File: src/hw/dot_pkg.sv
// constants, types and register map of the delayed output off timer
// ****************************************************************
// Summary of operation
// ****************************************************************
package dot_pkg;

  // ****************************************************************
  // timing
  // ****************************************************************
  localparam int unsigned CLK_PERIOD_NS = 20;
  localparam int unsigned STEP_NS = 100000000; // one timer step, 0.1 s
  localparam int unsigned STEP_CYCLES = STEP_NS / CLK_PERIOD_NS;
  localparam logic [2:0] SETTLE_CYCLES = 3'h4; // synchroniser fill before sampling
  localparam int unsigned CNT_W = 14; // 9000 steps at most

  // ****************************************************************
  // selector ranges
  // ****************************************************************
  localparam logic [3:0] BASE_POS_MAX = 4'h8;
  localparam logic [3:0] BASE_POS_EXT = 4'h5; // first position with delayed extension
  localparam logic [3:0] FACTOR_POS_MAX = 4'hA;
  localparam logic [3:0] START_POS_MAX = 4'h8;
  localparam logic [3:0] APP_POS_MAX = 4'h8;
  localparam logic [9:0] BASE_VAL_0 = 10'h001;
  localparam logic [9:0] BASE_VAL_1 = 10'h00A;
  localparam logic [9:0] BASE_VAL_2 = 10'h064;
  localparam logic [9:0] BASE_VAL_3 = 10'h3E8;

  // ****************************************************************
  // register map (byte addresses)
  // ****************************************************************
  localparam logic [7:0] STATUS_OFS = 8'h00;
  localparam logic [7:0] MASK_OFS = 8'h04;
  localparam logic [7:0] CONFIG_OFS = 8'h08;
  localparam logic [7:0] TIMER_OFS = 8'h0C;
  localparam logic [7:0] CTRL_OFS = 8'h10;
  localparam logic [3:0] MASK_RST = 4'h0;
  localparam logic CTRL_EN_RST = 1'b1;
  localparam logic [1:0] RESP_OKAY = 2'h0;
  localparam logic [1:0] RESP_SLVERR = 2'h2;
  // status bit positions
  localparam int unsigned EV_START = 0;
  localparam int unsigned EV_DONE = 1;
  localparam int unsigned EV_CANCEL = 2;
  localparam int unsigned EV_CFGERR = 3;

  // ****************************************************************
  // types
  // ****************************************************************
  typedef struct packed {
    logic [3:0] start_pos;
    logic [3:0] app_pos;
    logic [3:0] factor_pos;
    logic [3:0] base_pos;
  } dot_cfg_t;

  typedef enum logic [1:0] {
    ST_OFF = 2'b00,
    ST_ON = 2'b01,
    ST_DELAY = 2'b10
  } dot_state_t;

endpackage

File: src/hw/dot_sync3.sv
// three-stage synchroniser with agreement filter for pin inputs
`timescale 1ns/1ns
module dot_sync3 #(
  parameter int W = 1
) (
  input wire logic aclk,
  input wire logic aresetn,
  input wire logic [W-1:0] d,
  output logic [W-1:0] q
);
  logic [W-1:0] s1_r;
  logic [W-1:0] s2_r;
  logic [W-1:0] s3_r;
  logic [W-1:0] q_r;
  wire logic [W-1:0] agree = ~(s2_r ^ s3_r);

  // a bit moves only when stages two and three agree
  always_ff @(posedge aclk)
  begin
    if (!aresetn)
    begin
      s1_r <= '0;
      s2_r <= '0;
      s3_r <= '0;
      q_r <= '0;
    end
    else
    begin
      s1_r <= d;
      s2_r <= s1_r;
      s3_r <= s2_r;
      q_r <= (s2_r & agree) | (q_r & ~agree);
    end
  end
  assign q = q_r;
endmodule

File: src/hw/dot_step_div.sv
// step divider: one-cycle enable every N clocks, restartable
`timescale 1ns/1ns
module dot_step_div #(
  parameter int unsigned N = dot_pkg::STEP_CYCLES
) (
  input wire logic aclk,
  input wire logic aresetn,
  input wire logic clr,
  output logic step
);
  logic [31:0] cnt_r;
  logic step_r;
  wire logic last = (cnt_r == N[31:0] - 32'h1);

  // clr restarts the count so the first step lands a full period later
  always_ff @(posedge aclk)
  begin
    if (!aresetn || clr)
    begin
      cnt_r <= 32'h0;
      step_r <= 1'b0;
    end
    else
    begin
      cnt_r <= last ? 32'h0 : cnt_r + 32'h1;
      step_r <= last;
    end
  end
  assign step = step_r;
endmodule

File: src/hw/dot_timer.sv
// off-delay timer for delayed safety outputs with axi4-lite registers
`timescale 1ns/1ns
module dot_timer #(
  parameter int unsigned STEP_CYCLES = dot_pkg::STEP_CYCLES
) (
  input wire logic aclk,
  input wire logic aresetn,
  input wire logic [7:0] s_axi_awaddr,
  input wire logic s_axi_awvalid,
  output logic s_axi_awready,
  input wire logic [31:0] s_axi_wdata,
  input wire logic [3:0] s_axi_wstrb,
  input wire logic s_axi_wvalid,
  output logic s_axi_wready,
  output logic [1:0] s_axi_bresp,
  output logic s_axi_bvalid,
  input wire logic s_axi_bready,
  input wire logic [7:0] s_axi_araddr,
  input wire logic s_axi_arvalid,
  output logic s_axi_arready,
  output logic [31:0] s_axi_rdata,
  output logic [1:0] s_axi_rresp,
  output logic s_axi_rvalid,
  input wire logic s_axi_rready,
  input wire logic safety_in,
  input wire logic cancel_input_pair_a,
  input wire logic cancel_input_pair_b,
  input wire logic [3:0] base_sel,
  input wire logic [3:0] factor_sel,
  input wire logic [3:0] app_sel,
  input wire logic [3:0] start_sel,
  output logic delayed_out,
  output logic ext_out,
  output logic cfg_error,
  output logic irq
);
  // ****************************************************************
  // pin synchronisation
  // ****************************************************************
  logic [18:0] pins_s;
  dot_sync3 #(.W(19)) u_sync (
    .aclk(aclk),
    .aresetn(aresetn),
    .d({safety_in, cancel_input_pair_a, cancel_input_pair_b,
        start_sel, app_sel, factor_sel, base_sel}),
    .q(pins_s)
  );
  wire logic safety_s = pins_s[18];
  wire dot_pkg::dot_cfg_t sel_s = pins_s[15:0];

  // ****************************************************************
  // power-up selector capture and configuration check
  // ****************************************************************
  dot_pkg::dot_cfg_t cfg_r;
  logic [2:0] settle_r;
  logic cfg_ready_r;
  logic cfg_err_r;
  wire logic capture = !cfg_ready_r && (settle_r == dot_pkg::SETTLE_CYCLES);
  // out-of-range positions are settings the hardware cannot honour
  wire logic sel_bad = (sel_s.base_pos == 4'h0) || (sel_s.base_pos > dot_pkg::BASE_POS_MAX)
    || (sel_s.factor_pos == 4'h0) || (sel_s.factor_pos > dot_pkg::FACTOR_POS_MAX)
    || (sel_s.app_pos == 4'h0) || (sel_s.app_pos > dot_pkg::APP_POS_MAX)
    || (sel_s.start_pos == 4'h0) || (sel_s.start_pos > dot_pkg::START_POS_MAX);
  wire logic sel_moved = cfg_ready_r && (sel_s != cfg_r);
  wire logic err_set = (capture && sel_bad) || sel_moved;

  // error is cleared only by reset, i.e. a power cycle
  always_ff @(posedge aclk)
  begin
    if (!aresetn)
    begin
      settle_r <= 3'h0;
      cfg_ready_r <= 1'b0;
      cfg_r <= '0;
      cfg_err_r <= 1'b0;
    end
    else
    begin
      if (!cfg_ready_r)
        settle_r <= settle_r + 3'h1;
      if (capture)
      begin
        cfg_r <= sel_s;
        cfg_ready_r <= 1'b1;
      end
      if (err_set)
        cfg_err_r <= 1'b1;
    end
  end

  // ****************************************************************
  // delay arithmetic
  // ****************************************************************
  wire logic [1:0] base_idx = cfg_r.base_pos[1:0] - 2'h1; // 1-4 and 5-8 repeat
  wire logic [9:0] base_val = (base_idx == 2'h0) ? dot_pkg::BASE_VAL_0 :
    (base_idx == 2'h1) ? dot_pkg::BASE_VAL_1 :
    (base_idx == 2'h2) ? dot_pkg::BASE_VAL_2 : dot_pkg::BASE_VAL_3;
  wire logic [3:0] factor_tenths = cfg_r.factor_pos - 4'h1;
  // tenths of a second: 1000 x 9 = 9000 fits the counter
  wire logic [13:0] delay_load = 14'({4'h0, base_val} * {10'h0, factor_tenths});
  wire logic ext_delayed = (cfg_r.base_pos >= dot_pkg::BASE_POS_EXT);
  wire logic cancel_s = cfg_r.app_pos[0] ? pins_s[17] : pins_s[16];

  // ****************************************************************
  // state machine
  // ****************************************************************
  dot_pkg::dot_state_t state_r;
  dot_pkg::dot_state_t state_nxt;
  logic [13:0] cnt_r;
  logic [13:0] cnt_nxt;
  logic en_r;
  logic step;
  logic [3:0] ev;
  wire logic go_ok = cfg_ready_r && !cfg_err_r && en_r;

  dot_step_div #(.N(STEP_CYCLES)) u_div (
    .aclk(aclk),
    .aresetn(aresetn),
    .clr(state_r != dot_pkg::ST_DELAY),
    .step(step)
  );

  // every exit of delay goes to off, the safe state; on leaves only for delay or off
  always_comb
  begin
    state_nxt = state_r;
    cnt_nxt = cnt_r;
    ev = 4'h0;
    ev[dot_pkg::EV_CFGERR] = err_set;
    case (state_r)
      dot_pkg::ST_OFF:
        if (go_ok && safety_s)
          state_nxt = dot_pkg::ST_ON;
      dot_pkg::ST_ON:
        if (!go_ok)
          state_nxt = dot_pkg::ST_OFF;
        else if (!safety_s)
        begin
          if (delay_load == 14'h0)
            state_nxt = dot_pkg::ST_OFF;
          else
          begin
            state_nxt = dot_pkg::ST_DELAY;
            cnt_nxt = delay_load;
            ev[dot_pkg::EV_START] = 1'b1;
          end
        end
      dot_pkg::ST_DELAY:
        if (!go_ok)
          state_nxt = dot_pkg::ST_OFF;
        else if (cancel_s)
        begin
          state_nxt = dot_pkg::ST_OFF;
          ev[dot_pkg::EV_CANCEL] = 1'b1;
        end
        else if (step)
        begin
          cnt_nxt = cnt_r - 14'h1;
          if (cnt_r == 14'h1)
          begin
            state_nxt = dot_pkg::ST_OFF;
            ev[dot_pkg::EV_DONE] = 1'b1;
          end
        end
      default:
        state_nxt = dot_pkg::ST_OFF;
    endcase
  end

  logic del_out_r;
  logic ext_out_r;
  // outputs are registered from the next state so they never glitch
  always_ff @(posedge aclk)
  begin
    if (!aresetn)
    begin
      state_r <= dot_pkg::ST_OFF;
      cnt_r <= 14'h0;
      del_out_r <= 1'b0;
      ext_out_r <= 1'b0;
    end
    else
    begin
      state_r <= state_nxt;
      cnt_r <= cnt_nxt;
      del_out_r <= (state_nxt != dot_pkg::ST_OFF);
      ext_out_r <= (state_nxt == dot_pkg::ST_ON)
        || ((state_nxt == dot_pkg::ST_DELAY) && ext_delayed);
    end
  end

  // ****************************************************************
  // axi4-lite slave
  // ****************************************************************
  logic awready_r, wready_r, bvalid_r, arready_r, rvalid_r;
  logic [1:0] bresp_r, rresp_r;
  logic [31:0] rdata_r;
  logic [7:0] awaddr_r;
  logic [31:0] wdata_r;
  logic [3:0] wstrb_r;
  logic aw_got_r, w_got_r;
  logic [3:0] status_r, mask_r;
  logic irq_r;
  wire logic aw_take = s_axi_awvalid && awready_r;
  wire logic w_take = s_axi_wvalid && wready_r;
  wire logic wr_do = aw_got_r && w_got_r && !bvalid_r;
  wire logic ar_take = s_axi_arvalid && arready_r;
  wire logic wr_mask = wr_do && (awaddr_r == dot_pkg::MASK_OFS) && wstrb_r[0];
  wire logic wr_ctrl = wr_do && (awaddr_r == dot_pkg::CTRL_OFS) && wstrb_r[0];
  wire logic wr_hit = (awaddr_r == dot_pkg::MASK_OFS) || (awaddr_r == dot_pkg::CTRL_OFS);
  wire logic rd_status = ar_take && (s_axi_araddr == dot_pkg::STATUS_OFS);
  wire logic rd_hit = (s_axi_araddr == dot_pkg::STATUS_OFS) || (s_axi_araddr == dot_pkg::MASK_OFS)
    || (s_axi_araddr == dot_pkg::CONFIG_OFS) || (s_axi_araddr == dot_pkg::TIMER_OFS)
    || (s_axi_araddr == dot_pkg::CTRL_OFS);
  wire logic [31:0] rd_val =
    (s_axi_araddr == dot_pkg::STATUS_OFS) ? {28'h0, status_r} :
    (s_axi_araddr == dot_pkg::MASK_OFS) ? {28'h0, mask_r} :
    (s_axi_araddr == dot_pkg::CONFIG_OFS) ? {14'h0, cfg_err_r, cfg_ready_r, cfg_r} :
    (s_axi_araddr == dot_pkg::TIMER_OFS) ? {14'h0, state_r, 2'h0, cnt_r} :
    (s_axi_araddr == dot_pkg::CTRL_OFS) ? {31'h0, en_r} : 32'h0;
  // a new event wins over the clear of a status read in the same cycle
  wire logic [3:0] status_nxt = (rd_status ? 4'h0 : status_r) | ev;

  // write side: address and data accepted in either order
  always_ff @(posedge aclk)
  begin
    if (!aresetn)
    begin
      awready_r <= 1'b1;
      wready_r <= 1'b1;
      aw_got_r <= 1'b0;
      w_got_r <= 1'b0;
      awaddr_r <= 8'h00;
      wdata_r <= 32'h0;
      wstrb_r <= 4'h0;
      bvalid_r <= 1'b0;
      bresp_r <= dot_pkg::RESP_OKAY;
    end
    else
    begin
      if (aw_take)
      begin
        awaddr_r <= s_axi_awaddr;
        aw_got_r <= 1'b1;
        awready_r <= 1'b0;
      end
      if (w_take)
      begin
        wdata_r <= s_axi_wdata;
        wstrb_r <= s_axi_wstrb;
        w_got_r <= 1'b1;
        wready_r <= 1'b0;
      end
      if (wr_do)
      begin
        bvalid_r <= 1'b1;
        bresp_r <= wr_hit ? dot_pkg::RESP_OKAY : dot_pkg::RESP_SLVERR;
      end
      if (bvalid_r && s_axi_bready)
      begin
        bvalid_r <= 1'b0;
        aw_got_r <= 1'b0;
        w_got_r <= 1'b0;
        awready_r <= 1'b1;
        wready_r <= 1'b1;
      end
    end
  end

  // read side and software-visible registers
  always_ff @(posedge aclk)
  begin
    if (!aresetn)
    begin
      arready_r <= 1'b1;
      rvalid_r <= 1'b0;
      rdata_r <= 32'h0;
      rresp_r <= dot_pkg::RESP_OKAY;
      status_r <= 4'h0;
      mask_r <= dot_pkg::MASK_RST;
      en_r <= dot_pkg::CTRL_EN_RST;
      irq_r <= 1'b0;
    end
    else
    begin
      if (ar_take)
      begin
        arready_r <= 1'b0;
        rvalid_r <= 1'b1;
        rdata_r <= rd_val;
        rresp_r <= rd_hit ? dot_pkg::RESP_OKAY : dot_pkg::RESP_SLVERR;
      end
      else if (rvalid_r && s_axi_rready)
      begin
        rvalid_r <= 1'b0;
        arready_r <= 1'b1;
      end
      status_r <= status_nxt;
      if (wr_mask)
        mask_r <= wdata_r[3:0];
      if (wr_ctrl)
        en_r <= wdata_r[0];
      irq_r <= |(status_nxt & (wr_mask ? wdata_r[3:0] : mask_r));
    end
  end

  assign s_axi_awready = awready_r;
  assign s_axi_wready = wready_r;
  assign s_axi_bvalid = bvalid_r;
  assign s_axi_bresp = bresp_r;
  assign s_axi_arready = arready_r;
  assign s_axi_rvalid = rvalid_r;
  assign s_axi_rdata = rdata_r;
  assign s_axi_rresp = rresp_r;
  assign delayed_out = del_out_r;
  assign ext_out = ext_out_r;
  assign cfg_error = cfg_err_r;
  assign irq = irq_r;

  // ****************************************************************
  // assertions
  // ****************************************************************
  property p_no_early_off;
    @(posedge aclk) disable iff (!aresetn)
    (state_r == dot_pkg::ST_DELAY) && go_ok && !cancel_s && !(step && cnt_r == 14'h1)
      |=> del_out_r;
  endproperty
  a_no_early_off: assert property (p_no_early_off) else $error("delayed output dropped early");

  property p_load;
    @(posedge aclk) disable iff (!aresetn)
    (state_r == dot_pkg::ST_ON) && go_ok && !safety_s && (delay_load != 14'h0)
      |=> (cnt_r == $past(delay_load)) && (state_r == dot_pkg::ST_DELAY);
  endproperty
  a_load: assert property (p_load) else $error("delay not loaded from selectors");

  property p_zero_factor;
    @(posedge aclk) disable iff (!aresetn)
    (cfg_r.factor_pos == 4'h1) && (state_r == dot_pkg::ST_ON) && !safety_s |=> !del_out_r;
  endproperty
  a_zero_factor: assert property (p_zero_factor) else $error("zero factor still delayed");

  property p_base_map;
    @(posedge aclk) disable iff (!aresetn)
    cfg_ready_r && (cfg_r.base_pos == 4'h7) |-> (base_val == 10'h064);
  endproperty
  a_base_map: assert property (p_base_map) else $error("base position 7 not 100");

  property p_ext_inst;
    @(posedge aclk) disable iff (!aresetn)
    (state_r == dot_pkg::ST_DELAY) && !ext_delayed |-> !ext_out_r && del_out_r;
  endproperty
  a_ext_inst: assert property (p_ext_inst) else $error("extension output not instantaneous");

  property p_cancel;
    @(posedge aclk) disable iff (!aresetn)
    (state_r == dot_pkg::ST_DELAY) && cancel_s |=> !del_out_r && !ext_out_r;
  endproperty
  a_cancel: assert property (p_cancel) else $error("cancel did not end delay");

  property p_err_safe;
    @(posedge aclk) disable iff (!aresetn)
    cfg_err_r ##1 cfg_err_r |-> !del_out_r && !ext_out_r;
  endproperty
  a_err_safe: assert property (p_err_safe) else $error("outputs on under config error");

  property p_bad_sel;
    @(posedge aclk) disable iff (!aresetn)
    capture && sel_bad |=> cfg_err_r && cfg_ready_r;
  endproperty
  a_bad_sel: assert property (p_bad_sel) else $error("invalid selector not flagged");

  property p_moved;
    @(posedge aclk) disable iff (!aresetn)
    sel_moved |=> cfg_err_r && (cfg_r == $past(cfg_r));
  endproperty
  a_moved: assert property (p_moved) else $error("selector change not flagged");

  property p_step;
    @(posedge aclk) disable iff (!aresetn)
    (state_r == dot_pkg::ST_DELAY) && go_ok && !cancel_s && step && (cnt_r > 14'h1)
      |=> cnt_r == $past(cnt_r) - 14'h1;
  endproperty
  a_step: assert property (p_step) else $error("timer step miscounted");

  c_expire: cover property (@(posedge aclk) disable iff (!aresetn) ev[dot_pkg::EV_DONE]);
  c_cancel: cover property (@(posedge aclk) disable iff (!aresetn) ev[dot_pkg::EV_CANCEL]);
  c_cfgerr: cover property (@(posedge aclk) disable iff (!aresetn) sel_moved);
endmodule

File: config.mk
export PLATFORM = sky130hd
export DESIGN_NAME = dot_timer
export DESIGN_NICKNAME = d
export VERILOG_FILES = /design/src/hw/dot_pkg.sv /design/src/hw/dot_sync3.sv /design/src/hw/dot_step_div.sv /design/src/hw/dot_timer.sv
export SDC_FILE = /design/constraint.sdc
export NUM_CORES = 1
export LEC_CHECK = 0
export BUFFER_PORTS_ARGS = -buffer_cell sky130_fd_sc_hd__buf_2
export CORE_MARGIN = 2
export CORE_UTILIZATION = 45
export CTS_CLUSTER_SIZE = 25
export DETAILED_ROUTE_END_ITERATION = 10
export GPL_ROUTABILITY_DRIVEN = 0
export HOLD_SLACK_MARGIN = 0.02
export SLEW_MARGIN = 0
export SYNTH_ARGS = -nofsm -noshare
export SYNTH_HDL_FRONTEND = slang
export SYNTH_SLANG_ARGS = --single-unit
File: constraint.sdc
create_clock -name aclk -period 13.5 [get_ports aclk]
set_input_delay 2.7 -clock aclk [delete_from_list [all_inputs] [get_ports aclk]]
set_output_delay 2.7 -clock aclk [all_outputs]
set_load 0.01 [all_outputs]
* Yosys cells after proc, flatten, opt, wreduce, memory -nomap -nowiden
Index checks and enable logic that the tools add are counted.
** Operators by class
- $add $sub $neg :: 5
- Multipliers :: 1
- Order comparisons :: 5
- Eq/ne operators :: 23
- Mux-type cells :: 43
- Bitwise operators :: 9
- Reduce and logical (&&, ||, !) cells :: 53
** Operator list (number)
- 2-to-1 mux 14 bit :: 6
- 2-to-1 mux 18 bit :: 4
- AND 19 bit :: 2
- NOT 19 bit :: 2
- adder 32 x 1 -> 32 bit, second input constant :: 1
- == test 32 x 23 -> 1 bit, second input constant :: 1
- 2-to-1 mux 10 bit :: 3
- case mux 14 bit (2 select lines) :: 1
- 2-to-1 mux 2 bit :: 12
- logical AND 1 bit :: 19
- bitwise OR 19 bit :: 1
- XOR 19 bit :: 1
- == test 8 x 3 -> 1 bit, second input constant :: 2
- == test 8 x 4 -> 1 bit, second input constant :: 2
- == test 8 x 5 -> 1 bit, second input constant :: 2
- greater-than comparator 4 bit, second input constant :: 4
- zero test 4 bit :: 4
- inequality test 16 bit :: 1
- logical OR 1 bit :: 15
- == test 14 x 1 -> 1 bit, second input constant :: 1
- zero test 14 bit :: 1
- multiplier 10 x 4 -> 14 bit :: 1
- 2-to-1 mux 1 bit :: 14
- subtractor 14 x 1 -> 14 bit, second input constant :: 1
- other kinds (21) :: 38
** Storage, ports and cells
- Register bits :: 214
- Input bits :: 78
- Output and inout bits :: 45
- Logic and storage cells :: 173

* Longest topological paths before layout
- Word-level depth :: 14
- Depth in mapped cells :: 20
- Gate-level depth less buffers :: 18

* Hierarchy
Synthesis repeated with hierarchy kept, for this count alone.
** Second synthesis, totals
- Cells, all modules :: 1080
- Area, all modules :: 9527.9 um2
** Modules (own cells, without submodules)
- dot_timer :: instances 1, cells each 699, area each 5626.6 um2, sequential area each 1781.7 um2
- dot_sync3 :: instances 1, cells each 200, area each 2250.9 um2, sequential area each 1521.5 um2
- dot_step_div :: instances 1, cells each 181, area each 1650.3 um2, sequential area each 660.6 um2

* Least setup slack after synthesis
No wires, ideal clock.
- Path kind :: flip-flop to flip-flop
- Start point :: reg cfg_r[4] in the netlist's numbering
- End point :: reg cnt_r[4]
- Library setup time :: 0.127 ns
- Arrival :: 4.460 ns
- Required time :: 13.373 ns
- Path slack :: 8.913 ns
- Cell stages (with the launch flop) :: 19
- Buffers on the path :: 2
- Period minus slack after synthesis :: 4.587 ns
- Cells stage by stage :: dfxtp_1 -> buf_2 -> inv_1 -> ha_1 -> xor2_1 -> and2_1 -> inv_1 -> fa_1 -> fa_1 -> inv_1 -> ha_1 -> a211oi_1 -> nor2_1 -> or4_1 -> a2111oi_2 -> nand2_1 -> o31ai_2 -> buf_4 -> o32ai_1
** Between the ends
- Cells in the longest elaborated chain, start to end :: 6
- Elaborated cells between the ends (all ways) :: 9
- Those cells by class :: 1 x add/sub; 1 x mul; 1 x eq/ne; 4 x mux; 2 x reduce/logical
** Ends and longest elaborated chain
- start, declared :: RTL line dot_timer.sv:54 : dot_pkg::dot_cfg_t cfg_r;
- start signal, assigned :: RTL line dot_timer.sv:83 : cfg_r <= sel_s;
- subtractor 4 x 1 -> 4 bit (*) :: RTL line dot_timer.sv:98 : wire logic [3:0] factor_tenths = cfg_r.factor_pos - 4'h1;
- multiplier 10 x 4 -> 14 bit (*) :: RTL line dot_timer.sv:100 : wire logic [13:0] delay_load = 14'({4'h0, base_val} * {10'h0, factor_tenths});
- branches (longest 4 deep; another with zero test 14 bit)
- end signal, assigned :: RTL line dot_timer.sv:185 : cnt_r <= cnt_nxt;
- end, declared :: RTL line dot_timer.sv:109 : logic [13:0] cnt_r;
Mark *: on every way between the ends. The select of a mux whose other input is x is not followed.
A chain may end at the register's enable or synchronous reset.

* Worst setup path in the final report
- Start point :: reg cfg_r[4] in the netlist's numbering
- End point :: reg cnt_r[10]
The elaborated chain is that of the path after synthesis.

==> impl_metrics.ini <==
[sta]
fmax_mhz = 168.9
final-max-slew-violation-count = 0
relSlewSlack_pct = 26.05
rsz0062_at_grt = no
skew_ps = 12.75
hold_viol_final = 0
finalSetupViolCount = 0
tightest_slew_ps = 1105
min_period_ps = 5922
tns_ps = 0
post-route-period-util_pct = 43.87

[critical_path]
cp-start-kind = flop
reg2reg_from = cfg_r[4]$_SDFFE_PN0P_
max_stage_delay_ps = 860
worstPathMaxFanout = 12
rr_worst_depth = 16
ff2ff_setup_slack_ps = 7580
startpoint = cfg_r[4]$_SDFFE_PN0P_
required_ps = 13770
setup.worst_path.end_class = flop
arrival_ps = 6190
r2r-end = cnt_r[10]$_SDFFE_PN0P_
path_cells = inv_1 -> ha_1 -> xor2_1 -> and2_1 -> inv_1 -> fa_1 -> fa_1 -> inv_1 -> ha_1 -> a211oi_1 -> nor2_1 -> or4_1 -> a2111oi_2 -> nand2_1 -> o31ai_2 -> o32ai_1
crit_type = flop to flop
critPathCapture = cnt_r[10]$_SDFFE_PN0P_
cpMaxStageDelayCell = o31ai_2
path_common_cell = inv_1

[final_layout]
post-route-util_pct = 50.72
final_cell_mix = dfxtp_1, nand2_1, and2_1
layout_commonest_cell = dfxtp_1
antenna_cells = 0
drive_above_1_share_pct = 11.54
nNetsFinal = 1256
syn_to_final_growth_pct = 11.54

[grt]
grt_pass1_vias = 6797
overflow = 0
track_usage_pct = 18.81
grt_max_degree = 96
antenna_found_initial = 0
grt_pass1_wl_um = 33710

[power]
p_sw_share_pct = 23.43
p_seq_share_pct = 51.4
powerDensity_nw_per_um2 = 111.2
p_int_w = 0.0009019
ir_drop_uv = 82.05
switchingPower_w = 0.0002760
p_clk_share_pct = 44.2
combPwrFrac_pct = 4.4
leakage_nw = 4.243

[run_status]
status = completed

[routing]
wirelength_um = 20120
first_pass_iters = 5
routed-via-count = 7265
drc = 0
via_per_inst = 5.120
postRouteAntennaNets = 0
post_drt_wl_per_cell_um = 14.18
drtIter0Drc = 460

[min_path]
min_path_type = flop to flop

[floorplan]
die_w_um = 149.3
die_area_um2 = 22280
die_h_um = 149.3
start_util_pct = 45.47
io_pins = 123
num_rows = 53
core_um2 = 20890

[logic_synthesis]
syn_area_per_cell_um2 = 8.794
async_flop_share_pct = 0
syn_inst = 1080
synth_cell_types = 65
synth-seq-cells = 198
seq_area_frac_synth_pct = 41.73
synth_edf_count = 0
ys.flop_type = dfxtp_1
syn-cell-area_um2 = 9498
ys_warn_count = 0

[clock_tree]
cts_buffers = 17
clkSlewWorstSetupHoldPaths_ps = 70
cts.hold.buffers_added = 0
cts_max_path_buffers = 2
post-cts-setup-buffers = 0
root_buffer = clkbuf_16
clkLatencyLatePin_ps = 430
cts_tree = yes
post_cts_resize_count = 0
clock_sinks = 198
htreeDepth = 4

[place]
dp_hpwl_um = 14540
portBuffers = 75

[run]
max_cap_violations = 0
[power by group through the flow]
stage / Sequential, W / Clock (W) / Combinational [W]
final: 0.000605 / 0.000521 / 0.0000519
after detailed placement: 0.000619 / 0 / 0.0000526
after global placement: 0.000619 / 0 / 0.0000521
after CTS: 0.000605 / 0.000535 / 0.0000527
after global routing: 0.000608 / 0.000560 / 0.0000594
after floorplan: 0.000617 / 0 / 0.0000405
[flip-flops by register name, summed over array words and instances (netlist names), 2 cells and up, named ones only]
name         flops
u_div.cnt_r     32
state_r          2
settle_r         3
status_r         4
mask_r           4
u_sync.s2_r     19
u_sync.s3_r     19
awaddr_r         8
cnt_r           14
u_sync.s1_r     19
s_axi_rdata     18
wdata_r          4
cfg_r           16
[kinds of logic (layout without fill, tap and decap cells)]
kind of cell,after synthesis,count (layout),synth area share [%]
buffers and inverters,104,153,5.032
adder cells (fa/ha/maj),47,47,7.219
other,1,16,0.03948
flip-flops,198,198,41.73
XOR/XNOR,55,55,5.072
AO/OA/AOI/OAI,203,203,13.74
multiplexers,23,23,2.964
AND/OR/NAND/NOR,449,449,24.20
[cell usage after synthesis (13+ instances only)]
cell	n	area [um^2]
dfxtp_1	198	3964
inv_1	43	161.4
mux2i_1	18	180.2
nor3_1	23	115.1
a21oi_1	35	175.2
clkbuf_1	36	135.1
nor2_1	68	255.2
xnor2_1	16	140.1
nor2b_1	27	168.9
ha_1	34	425.4
fa_1	13	260.3
xor2_1	39	341.6
o21ai_0	56	280.3
buf_4	17	127.6
nand2_1	121	454.2
nand3_1	50	250.2
a21boi_0	56	420.4
and2_1	78	488.0
[metal layers]
metal / part of all wire (%) / wire [um] / track usage [%] / vias up
met5: 0 / 0 / 0 / -
met4: 1.3 / 259 / 5.333 / 0
met3: 3.9 / 790 / 3.945 / 19
met2: 46 / 9172 / 30.02 / 111
met1: 49 / 9893 / 25.83 / 3384
li1: - / - / - / 3751
[metrics by stage]
stage | setup WS, ps | hold WS [ps] | cells | instance area [um^2] | power, W
after global routing | 7233 | 449.5 | 1419 | 10590 | 0.001228
final | 7578 | 433.1 | 1419 | 10590 | 0.001178
after floorplan | 8913 | 411.9 | 1095 | 9554 | 0.0006574
after CTS | 7583 | 433.8 | 1419 | 10590 | 0.001193
after global placement | 7568 | 413.4 | 1387 | 9982 | 0.0006708
after detailed placement | 7588 | 417.7 | 1387 | 9982 | 0.0006718
[critical path, delay by kind of cell, from the launching register on]
kind / cells / cell delay, ps
AOI/OAI and AO/OA: 4 / 1690
xor gates and xnor gates: 1 / 390
adders and majority gates: 4 / 1690
buffers and inverters: 3 / 390
DFF: 1 / 590
and+or+nand+nor: 4 / 1010
[worst min path at each step]
| stage | from | to | slack, ps | cells past startpoint |
|---|---|---|---|---|
| floorplan | u_sync.s1_r[0]$_SDFF_PN0_ | u_sync.s2_r[0]$_SDFF_PN0_ | 410 | 1 |
| global placement | u_sync.s1_r[1]$_SDFF_PN0_ | u_sync.s2_r[1]$_SDFF_PN0_ | 410 | 1 |
| detailed placement | u_sync.s1_r[14]$_SDFF_PN0_ | u_sync.s2_r[14]$_SDFF_PN0_ | 420 | 1 |
| CTS | u_sync.s1_r[11]$_SDFF_PN0_ | u_sync.s2_r[11]$_SDFF_PN0_ | 430 | 1 |
| global route | u_sync.s1_r[11]$_SDFF_PN0_ | u_sync.s2_r[11]$_SDFF_PN0_ | 450 | 1 |
| finish | u_sync.s1_r[11]$_SDFF_PN0_ | u_sync.s2_r[11]$_SDFF_PN0_ | 430 | 1 |
[layout make-up]
| cell class | count | area (um^2) |
|---|---|---|
| flip-flops and latches | 198 | 3964 |
| multi-input cells | 793 | 5112 |
| clock inverters | 14 | 182.7 |
| inverters | 43 | 161.4 |
| fillers | 2031 | 10290 |
| repair buffers | 78 | 400.4 |
| well taps | 275 | 344.1 |
| clock buffers | 18 | 429.2 |
(Power assumes the default switching activity.)
